$ cat config.mk
export PLATFORM = sky130hd
export DESIGN_NAME = ddrtc_device
export DESIGN_NICKNAME = d
export VERILOG_FILES = /design/src/design/ddrtc_pkg.sv /design/src/design/ddrtc_bank_timer.sv /design/src/design/ddrtc_device.sv
export SDC_FILE = /design/constraint.sdc
export NUM_CORES = 1
export LEC_CHECK = 0
export BUFFER_PORTS_ARGS = -buffer_cell sky130_fd_sc_hd__buf_2
export CELL_PAD_IN_SITES_DETAIL_PLACEMENT = 0
export CELL_PAD_IN_SITES_GLOBAL_PLACEMENT = 1
export CORE_MARGIN = 3
export CORE_UTILIZATION = 50
export CTS_CLUSTER_DIAMETER = 40
export DETAILED_ROUTE_END_ITERATION = 8
export PLACE_DENSITY_LB_ADDON = 0.1
export SYNTH_ARGS = -nofsm -noshare
export SYNTH_HDL_FRONTEND = slang
export SYNTH_SLANG_ARGS = --single-unit
$ cat constraint.sdc
create_clock -name i_sys_clk -period 3.3 [get_ports i_sys_clk]
set_input_delay 0.165 -clock i_sys_clk [delete_from_list [all_inputs] [get_ports i_sys_clk]]
set_output_delay 0.165 -clock i_sys_clk [all_outputs]
set_load 0.02 [all_outputs]
$ cat src/design/ddrtc_pkg.sv
// Package for the memory-side command timing block: commands, carriers, timing counts
package ddrtc_pkg;

    // ------------------------------------------------------------
    // Clock and timing figures
    // ------------------------------------------------------------
    localparam int CLK_PERIOD_PS = 10000;
    // Least row-active time in ps (plain default)
    localparam int TRAS_PS = 40000;
    localparam int TRAS_CYC = (TRAS_PS + CLK_PERIOD_PS - 1) / CLK_PERIOD_PS;
    // Termination turn-off delay in tenths of a clock
    localparam int AOFD_TCK_X10 = 25;
    localparam int AOFD_CYC = (AOFD_TCK_X10 + 9) / 10;
    // Command to internal auto precharge, in clocks (plain default)
    localparam int AP_DELAY_CYC = 4;

    // ------------------------------------------------------------
    // Geometry
    // ------------------------------------------------------------
    localparam int NUM_BANKS = 8;
    localparam int BANK_W = 3;
    localparam int DQ_LANES = 16;
    localparam int REF_CNT_W = 13;
    localparam int REF_PER_PERIOD = 8192;

    // ------------------------------------------------------------
    // Enumerations and carriers
    // ------------------------------------------------------------
    typedef enum logic [2:0] {
        DDRTC_OP_NOP = 3'h0,
        DDRTC_OP_ACT = 3'h1,
        DDRTC_OP_RD = 3'h2,
        DDRTC_OP_WR = 3'h3,
        DDRTC_OP_PRE = 3'h4,
        DDRTC_OP_PREA = 3'h5,
        DDRTC_OP_REF = 3'h6,
        DDRTC_OP_MRS = 3'h7
    } ddrtc_op_t;

    typedef enum logic [1:0] {
        DDRTC_W_X4 = 2'h0,
        DDRTC_W_X8 = 2'h1,
        DDRTC_W_X16 = 2'h2
    } ddrtc_width_t;

    typedef struct packed {
        ddrtc_op_t op;
        logic [BANK_W-1:0] bank;
        logic auto_pre;
    } ddrtc_cmd_t;

endpackage

$ cat src/design/ddrtc_bank_timer.sv
// One bank's row-active timer with auto precharge lockout
`timescale 1ns/10ps
module ddrtc_bank_timer
    import ddrtc_pkg::*;
#(
    parameter int RAS_CYC = TRAS_CYC,
    parameter int AP_CYC = AP_DELAY_CYC
)(
    input wire logic i_sys_clk,     // System clock
    input wire logic i_arst_n,      // Async reset, low
    input wire logic i_act,         // Activate this bank
    input wire logic i_pre,         // Explicit precharge of this bank
    input wire logic i_ap,          // Read or write with auto precharge
    output logic o_open,            // Row open
    output logic o_lockout,         // Auto precharge held by row-active time
    output logic o_int_pre          // Internal precharge pulse
);

    localparam int CW = $clog2(RAS_CYC + AP_CYC + 2);

    typedef enum logic [1:0] {
        DDRTC_BK_IDLE = 2'h0,
        DDRTC_BK_OPEN = 2'h1,
        DDRTC_BK_APEND = 2'h2
    } ddrtc_bk_state_t;

    ddrtc_bk_state_t state_q, state_d;
    logic [CW-1:0] ras_q, ras_d;
    logic [CW-1:0] ap_q, ap_d;
    logic open_d, lock_d, pre_d;

    // ------------------------------------------------------------
    // Next state
    // ------------------------------------------------------------
    always_comb
    begin
        state_d = state_q;
        ras_d = (ras_q != '0) ? CW'(ras_q - 1'b1) : ras_q;
        ap_d = (ap_q != '0) ? CW'(ap_q - 1'b1) : ap_q;
        pre_d = 1'b0;
        case (state_q)
            DDRTC_BK_IDLE:
            begin
                if (i_act)
                begin
                    state_d = DDRTC_BK_OPEN;
                    ras_d = CW'(RAS_CYC - 1);
                end
            end
            DDRTC_BK_OPEN:
            begin
                if (i_pre)
                begin
                    state_d = DDRTC_BK_IDLE;
                end
                else if (i_ap)
                begin
                    state_d = DDRTC_BK_APEND;
                    ap_d = CW'(AP_CYC - 1);
                end
            end
            DDRTC_BK_APEND:
            begin
                if (ap_q == '0 && ras_q == '0)
                begin
                    state_d = DDRTC_BK_IDLE;
                    pre_d = 1'b1;
                end
            end
            default:
            begin
                state_d = DDRTC_BK_IDLE;
            end
        endcase
        open_d = (state_d != DDRTC_BK_IDLE);
        lock_d = (state_d == DDRTC_BK_APEND) && (ap_d == '0) && (ras_d != '0);
    end

    // ------------------------------------------------------------
    // Registers
    // ------------------------------------------------------------
    always_ff @(posedge i_sys_clk or negedge i_arst_n)
    begin
        if (!i_arst_n)
        begin
            state_q <= DDRTC_BK_IDLE;
            ras_q <= '0;
            ap_q <= '0;
            o_open <= 1'b0;
            o_lockout <= 1'b0;
            o_int_pre <= 1'b0;
        end
        else
        begin
            state_q <= state_d;
            ras_q <= ras_d;
            ap_q <= ap_d;
            o_open <= open_d;
            o_lockout <= lock_d;
            o_int_pre <= pre_d;
        end
    end

endmodule

$ cat src/design/ddrtc_device.sv
// Memory-side command timing: bank lockout, refresh acceptance, termination off, strobe lanes
`timescale 1ns/10ps

// Behaviour
// - Memory delays auto precharge until row-active met.
// - Refresh bursts allowed; memory accepts them.
// - Termination off 3 clocks (2.5 rounded up) after synchronised request low.
// - Strobes map to data lanes by width.
module ddrtc_device
    import ddrtc_pkg::*;
#(
    parameter int RAS_CYC = TRAS_CYC,
    parameter int AP_CYC = AP_DELAY_CYC,
    parameter int ODT_OFF_CYC = AOFD_CYC
)(
    input wire logic i_sys_clk,                 // System clock
    input wire logic i_arst_n,                  // Async reset, low
    input wire ddrtc_cmd_t i_cmd,               // Command pins, one per clock
    input wire logic i_odt,                     // Termination request pin
    input wire ddrtc_width_t i_width,           // Data width strap
    output logic [NUM_BANKS-1:0] o_bank_open,   // Banks with open rows
    output logic [NUM_BANKS-1:0] o_ap_lockout,  // Auto precharge held back
    output logic [NUM_BANKS-1:0] o_int_pre,     // Internal auto precharge pulses
    output logic [REF_CNT_W-1:0] o_ref_count,   // Refreshes accepted, wraps
    output logic o_ref_pulse,                   // Refresh accepted
    output logic o_odt_on,                      // Termination active
    output logic [DQ_LANES-1:0] o_lane_used,    // Lane carries data
    output logic [DQ_LANES-1:0] o_lane_upper    // Lane follows upper strobe
);

    localparam int OW = $clog2(ODT_OFF_CYC + 1);

    // ------------------------------------------------------------
    // Pin synchronisers
    // ------------------------------------------------------------
    ddrtc_cmd_t cmd_s1_q, cmd_q;
    logic odt_s1_q, odt_q;
    ddrtc_width_t wid_s1_q, wid_q;

    always_ff @(posedge i_sys_clk or negedge i_arst_n)
    begin
        if (!i_arst_n)
        begin
            cmd_s1_q <= '{op: DDRTC_OP_NOP, bank: '0, auto_pre: 1'b0};
            cmd_q <= '{op: DDRTC_OP_NOP, bank: '0, auto_pre: 1'b0};
            odt_s1_q <= 1'b0;
            odt_q <= 1'b0;
            // No lanes until the strap has passed both flops
            wid_s1_q <= ddrtc_width_t'(2'h3);
            wid_q <= ddrtc_width_t'(2'h3);
        end
        else
        begin
            cmd_s1_q <= i_cmd;
            cmd_q <= cmd_s1_q;
            odt_s1_q <= i_odt;
            odt_q <= odt_s1_q;
            wid_s1_q <= i_width;
            wid_q <= wid_s1_q;
        end
    end

    // ------------------------------------------------------------
    // Bank timers
    // ------------------------------------------------------------
    logic is_rw;
    assign is_rw = (cmd_q.op == DDRTC_OP_RD) || (cmd_q.op == DDRTC_OP_WR);

    genvar gb;
    generate
        for (gb = 0; gb < NUM_BANKS; gb++)
        begin : g_bank
            logic hit;
            assign hit = (cmd_q.bank == BANK_W'(gb));
            ddrtc_bank_timer #(
                .RAS_CYC(RAS_CYC),
                .AP_CYC(AP_CYC)
            ) u_bank (
                .i_sys_clk(i_sys_clk),
                .i_arst_n(i_arst_n),
                .i_act(hit && cmd_q.op == DDRTC_OP_ACT),
                .i_pre((hit && cmd_q.op == DDRTC_OP_PRE) || cmd_q.op == DDRTC_OP_PREA),
                .i_ap(hit && is_rw && cmd_q.auto_pre),
                .o_open(o_bank_open[gb]),
                .o_lockout(o_ap_lockout[gb]),
                .o_int_pre(o_int_pre[gb])
            );
        end
    endgenerate

    // ------------------------------------------------------------
    // Refresh acceptance, no interval limit
    // ------------------------------------------------------------
    logic [REF_CNT_W-1:0] ref_cnt_d;
    logic ref_pulse_d;

    always_comb
    begin
        ref_pulse_d = (cmd_q.op == DDRTC_OP_REF);
        ref_cnt_d = ref_pulse_d ? REF_CNT_W'(o_ref_count + 1'b1) : o_ref_count;
    end

    always_ff @(posedge i_sys_clk or negedge i_arst_n)
    begin
        if (!i_arst_n)
        begin
            o_ref_count <= '0;
            o_ref_pulse <= 1'b0;
        end
        else
        begin
            o_ref_count <= ref_cnt_d;
            o_ref_pulse <= ref_pulse_d;
        end
    end

    // ------------------------------------------------------------
    // Termination turn-off delay
    // ------------------------------------------------------------
    logic [OW-1:0] odt_cnt_q, odt_cnt_d;
    logic odt_on_d;

    always_comb
    begin
        odt_cnt_d = odt_cnt_q;
        odt_on_d = o_odt_on;
        if (odt_q)
        begin
            odt_on_d = 1'b1;
            odt_cnt_d = OW'(ODT_OFF_CYC);
        end
        else if (odt_cnt_q > OW'(1))
        begin
            odt_cnt_d = OW'(odt_cnt_q - 1'b1);
        end
        else if (odt_cnt_q == OW'(1))
        begin
            odt_cnt_d = '0;
            odt_on_d = 1'b0;
        end
    end

    always_ff @(posedge i_sys_clk or negedge i_arst_n)
    begin
        if (!i_arst_n)
        begin
            odt_cnt_q <= '0;
            o_odt_on <= 1'b0;
        end
        else
        begin
            odt_cnt_q <= odt_cnt_d;
            o_odt_on <= odt_on_d;
        end
    end

    // ------------------------------------------------------------
    // Strobe to lane grouping
    // ------------------------------------------------------------
    function automatic logic [1:0] lane_map(input ddrtc_width_t w, input int lane);
        logic used;
        logic upper;
        used = 1'b0;
        upper = 1'b0;
        case (w)
            DDRTC_W_X4: used = (lane < 4);
            DDRTC_W_X8: used = (lane < 8);
            DDRTC_W_X16:
            begin
                used = 1'b1;
                upper = (lane >= 8);
            end
            default: used = 1'b0;
        endcase
        return {used, upper};
    endfunction

    logic [DQ_LANES-1:0] used_d, upper_d;

    genvar gl;
    generate
        for (gl = 0; gl < DQ_LANES; gl++)
        begin : g_lane
            logic [1:0] map;
            assign map = lane_map(wid_q, gl);
            assign used_d[gl] = map[1];
            assign upper_d[gl] = map[0];
        end
    endgenerate

    always_ff @(posedge i_sys_clk or negedge i_arst_n)
    begin
        if (!i_arst_n)
        begin
            o_lane_used <= '0;
            o_lane_upper <= '0;
        end
        else
        begin
            o_lane_used <= used_d;
            o_lane_upper <= upper_d;
        end
    end

endmodule

# ---- Word-level counts from Yosys, hierarchy flattened
# Cells that the tools add are included.
# Widths: inputs -> output; s select.
dict set report classes {
  n_shift 0
  n_div 0
  eq_ne 41
  muxes 121
  n_bitwise 0
  magnitude_cmp 1
  n_mul 0
  n_addsub 18
  reduce_logical 136
}
# cell n
set op_table {}
lappend op_table {{$mux 4} 56}
lappend op_table {{$logic_not 4->1} 24}
lappend op_table {{$reduce_bool 4->1} 24}
lappend op_table {{$mux 2} 35}
lappend op_table {{$sub 4x1->4 const B} 16}
lappend op_table {{$logic_and 1x1->1} 56}
lappend op_table {{$pmux 2 s3} 8}
lappend op_table {{$eq 2x2->1 const B} 17}
lappend op_table {{$mux 1} 22}
lappend op_table {{$eq 3x3->1 const B} 7}
lappend op_table {{$eq 2x1->1 const B} 10}
lappend op_table {{$logic_not 2->1} 9}
lappend op_table {{$reduce_bool 2->1} 9}
lappend op_table {{$add 13x1->13 const B} 1}
lappend op_table {{$eq 3x2->1 const B} 4}
lappend op_table {{$logic_or 1x1->1} 9}
lappend op_table {{$eq 3x1->1 const B} 2}
lappend op_table {{$logic_not 3->1} 1}
lappend op_table {{$reduce_bool 3->1} 1}
lappend op_table {{$reduce_or 3->1} 1}
lappend op_table {{$gt 2x1->1 const B} 1}
lappend op_table {{$ne 2x2->1 const B} 1}
lappend op_table {{$reduce_and 2->1} 1}
lappend op_table {{$reduce_or 2->1} 1}
lappend op_table {{$sub 2x1->2 const B} 1}
dict set report word_totals {
  register_bits 151
  memories 0
  ramBits 0
  word_cells 381
  rom_bits 0
  out_inout_bits 71
  latch_bits 0
  input_bits 12
}

# ---- Depth between registers and ports, before layout
# Gate-level depths: netlist (run 1).
dict set report depth {
  depth_word 10
  mapped_depth 6
  depth_no_buf 6
}

# ---- Modules after synthesis
# From an unflattened synthesis (run 1), not the netlist that was laid out.
dict set report hier_totals {
  cells_unflattened 680
  hier_area_um2 7248.2
}
# module cells_each area_each_um2 instances seq_area_each_um2
set modules_own_cells {}
lappend modules_own_cells {ddrtc_bank_timer 65 684.4 8 325.3}
lappend modules_own_cells {ddrtc_device 160 1773.0 1 1006.0}

# ---- Worst setup path before layout (run 1)
# Ideal clock, no wire load.
dict set report synth_path {
  path_type {register -> register}
  startpoint {reg g_bank[7].u_bank.ras_q[0]}
  endpoint {reg g_bank[7].u_bank.o_lockout}
  period_less_slack_ns 2.000
  arrival_time_ns 1.875
  t_required_ns 3.175
  path_buffers 0
  slack_ns 1.300
  stages_incl_launch_ff 7
  setup_ns 0.125
  path_cell_list {dfrtp_1 -> inv_1 -> ha_1 -> nor3b_1 -> mux2_2 -> and2_1 -> a2111oi_0}
}
dict set report synth_via {
  elab_chain_cells 7
  elab_cells_between_ends 13
  classes_between {1 x add/sub; 1 x eq/ne; 5 x mux; 6 x reduce/logical}
}
# element line
set synth_rtl {}
lappend synth_rtl {{from (decl)} ddrtc_bank_timer.sv:28} ;# logic [CW-1:0] ras_q, ras_d;
lappend synth_rtl {{from (signal assigned)} ddrtc_bank_timer.sv:96} ;# ras_q <= ras_d;
lappend synth_rtl {{branches (longest 6 deep; another with $sub 4x1->4)} --}
lappend synth_rtl {{$logic_and 1x1->1 *} ddrtc_bank_timer.sv:76} ;# lock_d = (state_d == DDRTC_BK_APEND) && (ap_d == '0) && (ras_d != '0);
lappend synth_rtl {{via g_bank[7].u_bank.lock_d} ddrtc_bank_timer.sv:30} ;# logic open_d, lock_d, pre_d;
lappend synth_rtl {{to (signal assigned)} ddrtc_bank_timer.sv:99} ;# o_lockout <= lock_d;
lappend synth_rtl {{to (decl)} ddrtc_bank_timer.sv:15} ;# output logic o_lockout,
# Mark *: on every way through the listed nets, which the timed path passes.
# A chain may end at the register's enable or synchronous reset.

# ---- Final worst setup path (run 1)
# Same ends and word-level chain as after synthesis.

==> results.json, run 1 <==
{
  "r2r_slack_ns": 1.04,
  "synth_edf_count": 0,
  "cp-start-kind": "flip-flop",
  "critical_path.max_fanout": 5,
  "drt_wl_total_um": 14300,
  "worst_r2r_path_depth": 6,
  "skew_ns": 0.00796,
  "nets": 825,
  "critical_path.max_stage_delay_ns": 0.41,
  "ys_warn_count": 0,
  "routabilityCongestion": 0.814,
  "track_usage_pct": 18.6,
  "synth_seq_area_share_pct": 48.8,
  "final_antenna_net_count": 0,
  "grt_start_max_net_pins": 76,
  "syn_area_um2": 7400,
  "ys_seq_elements": 144,
  "worst-setup-path-type": "reg -> reg",
  "synth.most_common_cell": "dfrtp_1",
  "required_ns": 3.58,
  "fmax_mhz": 443,
  "fp-row-count": 43,
  "grt_pass1_vias": 5275,
  "drc": 0,
  "p_seq_share_pct": 37.0,
  "die_w_um": 128,
  "maxCapViolations": 0,
  "syn_avg_cell_area_um2": 10.1,
  "setup_violations": 0,
  "area_growth_pct": 12.8,
  "p_sw_mw": 2.62,
  "vias": 5341,
  "yosys.area.top_type_share_pct": 47.4,
  "end_kind": "flip-flop",
  "synth_top_cell_by_area": "dfrtp_1",
  "dieArea_um2": 16300,
  "cellPowerDensity_nw_per_um2": 878,
  "clockRootBuffer": "clkbuf_16",
  "hpwl_um": 10300,
  "swShare_pct": 35.7,
  "initial_core_util_pct": 52.3,
  "drt-vias-per-instance": 5.46,
  "r2r_end": "g_bank[7].u_bank.o_lockout",
  "period_needed_ns": 2.26,
  "drive_gt1_share_pct": 18.0,
  "clk_pin_slew_ns": 0.06,
  "ir_drop_mv": 0.664,
  "wl_per_cell_um": 14.6,
  "synth_cell_types": 61,
  "status": "complete, no violations",
  "hp-class": "in -> async",
  "worst_pin_slew_ns": 0.887,
  "overflow": 0,
  "cts_tree": "done",
  "portBuffers": 74,
  "synthFlopType": "dfrtp_1",
  "cp_data_arrival_time_ns": 2.53,
  "rsz0062_at_grt": "false",
  "dr.pass1.iters": 4,
  "p_leak_nw": 3.95,
  "numCtsBuffers": 17,
  "ys_top_cells_by_count": "dfrtp_1 (140), inv_1 (58), nor2_1 (54), buf_4 (53), a21oi_1 (45)",
  "finalPower_mw": 7.33,
  "antenna_cells": 0,
  "grt_first_pass_wirelength_um": 24700,
  "tns_ns": 0,
  "clockPowerShare_pct": 26.1,
  "io_pins": 83,
  "drtIter0Drc": 359,
  "clk_latency_ns": 0.42,
  "slowest_stage": "dfrtp_1",
  "cp_cell_sequence": "inv_1 > ha_1 > nor3b_1 > mux2_2 > and2_1 > a2111oi_0",
  "synth_cells": 732,
  "final_max_slew_viol_count": 0,
  "pwr-share-comb_pct": 36.8,
  "synth_area_leaders": "dfrtp_1 (47%), buf_4 (5.4%), ha_1 (4.6%)",
  "die_y_um": 128,
  "max_slew_margin_pct": 40.4,
  "r2r-start": "g_bank[7].u_bank.ras_q[0]",
  "hold_viol": 0,
  "antenna_found_initial": 0,
  "fin_util_pct": 59.0,
  "internal-power_mw": 4.71,
  "cts-htree-levels": 4,
  "clk_path_buf_depth": 2,
  "cts.sinks": 144,
  "fin_crit_sh_pct": 68.4,
  "coreArea_um2": 14100,
  "ys_async_sr_fraction_pct": 100
}
-- flip-flops by register name, indices dropped and copies added, names as in the netlist, 8 cells and up --
signal                   flops
o_ref_count                 13
g_bank.u_bank.ap_q          32
g_bank.u_bank.state_q       16
g_bank.u_bank.ras_q         32
g_bank.u_bank.o_int_pre      8
g_bank.u_bank.o_lockout      8
g_bank.u_bank.o_open         8
-- cell usage in the layout (no fill, tap or decap), types with 12 or more instances in the layout --
| cell | n |
|---|---|
| dfrtp_1 | 140 |
| buf_2 | 73 |
| nor4_1 | 14 |
| nand2_1 | 36 |
| nor2_1 | 54 |
| ha_1 | 27 |
| nand3b_1 | 16 |
| nor2b_1 | 13 |
| or3_1 | 16 |
| clkbuf_16 | 17 |
| xnor2_1 | 27 |
| inv_1 | 58 |
| nor3b_1 | 21 |
| nand3_1 | 12 |
| nor3_1 | 31 |
| a21oi_1 | 45 |
| nand2b_1 | 28 |
-- per-stage QoR --
step	cell area (um2)	hold slack [ns]	setup WS, ns	std cells
6_report	8350	0.330	1.04	979
5_1_grt	8350	0.355	0.792	979
4_1_cts	8350	0.344	1.04	979
3_5_place_dp	7640	0.223	1.06	936
3_3_place_gp	7640	0.205	1.12	936
2_1_floorplan	7420	-0.131	1.30	739
-- worst max-delay path, delay by kind of cell, from the launching register on --
kind / cells / cell delay [ns]
and+or+nand+nor: 2 / 0.57
DFF: 1 / 0.41
AOI/OAI and AO/OA: 1 / 0.39
muxes: 1 / 0.38
adders and majority gates: 1 / 0.24
buffers and inverters: 1 / 0.13
-- power by group through the flow --
stage	combinational [mW]	sequential, mW	clock, mW
after floorplan	2.19	2.65	0
after global placement	2.58	2.71	0
after detailed placement	2.69	2.73	0
after CTS	2.72	2.71	1.97
after global routing	3.11	2.81	2.05
final	2.70	2.71	1.92
-- per-layer routing --
layer	GRT usage, %	share of wire, %
met5	0	0
met4	5.43	1.3
met3	4.72	4.9
met2	31.1	49
met1	24.1	45
-- layout make-up --
| type | instances | area (um2) |
|---|---|---|
| repair buffers | 89 | 529 |
| inverters | 58 | 218 |
| clock buffers | 18 | 429 |
| well taps | 180 | 225 |
| clock inverters | 14 | 168 |
| fillers | 1218 | 5800 |
| flip-flops and latches | 144 | 3610 |
| multi-input cells | 476 | 3170 |
-- cells by family (layout without fill, tap and decap cells) --
logic type	count (synthesis)	count (layout)	synth area share (%)
AND/OR/NAND/NOR	285	285	22.0
flip-flops	144	144	48.8
multiplexers	12	12	1.74
AO/OA/AOI/OAI	113	113	10.4
other	1	8	0.0507
XOR/XNOR	31	31	3.67
buffers and inverters	119	179	8.74
adder cells (fa/ha/maj)	27	27	4.57
-- timing repair --
action | in CTS | in global routing
setup endpoints to repair | 0 | 0
gates resized for setup | 0 | 0
setup buffers | 0 | 0
hold buffers | 11 | 0
hold endpoints to repair | 79 | 0
-- worst max path at each step --
stage                                    startpoint                    endpoint
after floorplan           g_bank[7].u_bank.ras_q[0]  g_bank[7].u_bank.o_lockout
after global placement                     cmd_q[5]  g_bank[2].u_bank.o_lockout
after detailed placement  g_bank[7].u_bank.ras_q[0]  g_bank[7].u_bank.o_lockout
after CTS                 g_bank[7].u_bank.ras_q[0]  g_bank[7].u_bank.o_lockout
after global routing      g_bank[7].u_bank.ras_q[0]  g_bank[7].u_bank.o_lockout
final                     g_bank[7].u_bank.ras_q[0]  g_bank[7].u_bank.o_lockout
Note: power is estimated with default switching activity, not from simulation.
==> run 2, diff against run 1 <==
--- a/config.mk
+++ b/config.mk
@@ -9,7 +9,7 @@
 export CELL_PAD_IN_SITES_DETAIL_PLACEMENT = 0
 export CELL_PAD_IN_SITES_GLOBAL_PLACEMENT = 1
 export CORE_MARGIN = 3
-export CORE_UTILIZATION = 50
+export CORE_UTILIZATION = 42
 export CTS_CLUSTER_DIAMETER = 40
 export DETAILED_ROUTE_END_ITERATION = 8
 export PLACE_DENSITY_LB_ADDON = 0.1
==> constraint.sdc (replaced) <==
create_clock -name i_sys_clk -period 1.85 [get_ports i_sys_clk]
set_input_delay 0.0925 -clock i_sys_clk [delete_from_list [all_inputs] [get_ports i_sys_clk]]
set_output_delay 0.0925 -clock i_sys_clk [all_outputs]
set_load 0.02 [all_outputs]
==> run 2 against run 1 <==
Against the previous run: the flow now finishes with violations (setup timing); worst setup slack got worse by 1.2 ns; critical path depth fell by 2; cell count up 14%; clock skew fell by 0.00089 ns; hold slack worse by 0.17 ns; sequential cell count unchanged; register-to-register slack lost 1.2 ns; highest routed layer unchanged.
==> results.json, run 2 (same netlist as run 1, synthesis figures left out) <==
{
  "status": "complete, but fails checks",
  "failed_checks": "setup timing",
  "overflow": 0,
  "grt_start_max_net_pins": 47,
  "hpwl_um": 11700,
  "worst_r2r_path_depth": 4,
  "area_growth_pct": 26.2,
  "end_kind": "flip-flop",
  "grt_pass1_vias": 5575,
  "drt_wl_total_um": 16000,
  "fin_crit_sh_pct": 107,
  "critical_path.max_fanout": 6,
  "clk_path_buf_depth": 2,
  "io_pins": 83,
  "cp_data_arrival_time_ns": 2.29,
  "drive_gt1_share_pct": 31.1,
  "period_needed_ns": 1.98,
  "drt-vias-per-instance": 5.06,
  "r2r_slack_ns": -0.13,
  "wl_per_cell_um": 14.3,
  "antenna_found_initial": 0,
  "critical_path.max_stage_delay_ns": 0.57,
  "dr.pass1.iters": 4,
  "skew_ns": 0.00708,
  "maxCapViolations": 0,
  "hp-class": "in -> async",
  "cp-start-kind": "flip-flop",
  "layout_common_cells": "dfrtp_1 (136), buf_4 (93), buf_2 (73)",
  "drc": 0,
  "antenna_cells": 0,
  "die_w_um": 139,
  "grt_first_pass_wirelength_um": 26700,
  "cellPowerDensity_nw_per_um2": 1480,
  "pre_cts_ws_ns": -0.182,
  "vias": 5628,
  "cts_tree": "done",
  "r2r_end": "g_bank[6].u_bank.o_lockout",
  "cts-htree-levels": 4,
  "coreArea_um2": 16900,
  "final_antenna_net_count": 0,
  "nets": 919,
  "portBuffers": 74,
  "cp-startpoint": "cmd_q[5]",
  "final_max_slew_viol_count": 0,
  "dieArea_um2": 19200,
  "rsz0062_at_grt": "true",
  "slowest_stage": "or4b_4",
  "initial_core_util_pct": 43.7,
  "fmax_mhz": 506,
  "endpoint": "g_bank[6].u_bank.o_lockout",
  "clockRootBuffer": "clkbuf_16",
  "setup_violations": 5,
  "required_ns": 2.16,
  "routabilityCongestion": 0.866,
  "clk_pin_slew_ns": 0.06,
  "die_y_um": 139,
  "clk_latency_ns": 0.42,
  "finalPower_mw": 13.8,
  "numCtsBuffers": 17,
  "mostFrequentLayoutCell": "dfrtp_1",
  "ir_drop_mv": 0.884,
  "reg_top3": "g_bank.u_bank.ap_q x32, g_bank.u_bank.ras_q x32, g_bank.u_bank.state_q x16",
  "worst-setup-path-type": "reg -> reg",
  "p_leak_nw": 4.47,
  "drtIter0Drc": 241,
  "fp-row-count": 47,
  "layout_setup_ws_ns": -0.125,
  "cp_cell_sequence": "or4b_4 > or4_4 > and2_4 > a2111oi_4",
  "r2r-start": "cmd_q[5]",
  "cts.sinks": 144,
  "track_usage_pct": 16.7,
  "hold_viol": 0
}
## run 2: changes by cell type in the layout (fill, tap and decap cells not counted), sizes merged
cell      change
bufinv        -2
buf          +94
clkinvlp      -1
inv           -1
clkbuf        +4
## run 2: report_power, final
group | switching, mW | leakage (nW) | internal, mW
logic | 2.80 | 2.37 | 2.94
registers | 0.846 | 1.81 | 3.99
clock network | 1.28 | 0.285 | 1.98
total | 4.92 | 4.47 | 8.92
## run 2: worst max-delay path, delay by kind of cell, from the launching register on
| family | cells | cell delay [ns] |
|---|---|---|
| AND/OR/NAND/NOR | 3 | 1.18 |
| flip-flops | 1 | 0.44 |
| AO/OA/AOI/OAI | 1 | 0.26 |
## run 2: worst min path at each step
stage	end	slack, ns	cells past startpoint	start
after floorplan	cmd_q[0]	-0.20	0	i_arst_n
after global placement	o_odt_on	0.04	1	i_arst_n
after detailed placement	o_odt_on	0.05	1	i_arst_n
after CTS	g_bank[5].u_bank.ap_q[2]	0.17	2	i_arst_n
after global routing	odt_q	0.19	2	i_arst_n
final	odt_q	0.16	2	i_arst_n
## run 2: routing by layer
metal	routed length [um]	track usage, %	part of all wire [%]
met3	472	4.17	3.0
met1	7410	21.7	46
met2	7900	27.9	49
met4	176	4.63	1.1
met5	0	0	0
## run 2: cell type report
type / count / area (um2)
Tap cell: 220 / 275
Inverter: 58 / 221
Timing Repair Buffer: 183 / 1260
Clock buffer: 22 / 484
Sequential cell: 144 / 3610
Multi-Input combinational cell: 476 / 3390
Clock inverter: 10 / 85.1
Fill cell: 1515 / 7600
## run 2: repair_timing
| item | in CTS | in global routing |
|---|---|---|
| endpoints found under the hold margin | 87 | 0 |
| gates cloned | 0 | 0 |
| hold buffers | 11 | 0 |
| pin swaps | 2 | 6 |
| gates resized for setup | 15 | 34 |
| endpoints found under the setup margin | 15 | 24 |
| buffers inserted | 2 | 8 |
## run 2: stage by stage
step,utilization [%],area (um2),hold WS [ns],instances,setup TNS [ns]
detailed placement,49.4,8370,0.0502,1060,-0.948
global placement,49.4,8370,0.0439,1060,-0.588
floorplan,-,7460,-0.203,739,-0.0656
CTS,53.9,9130,0.168,1105,-0.303
finish,55.1,9330,0.165,1113,-0.269
global route,55.1,9330,0.191,1113,-1.16
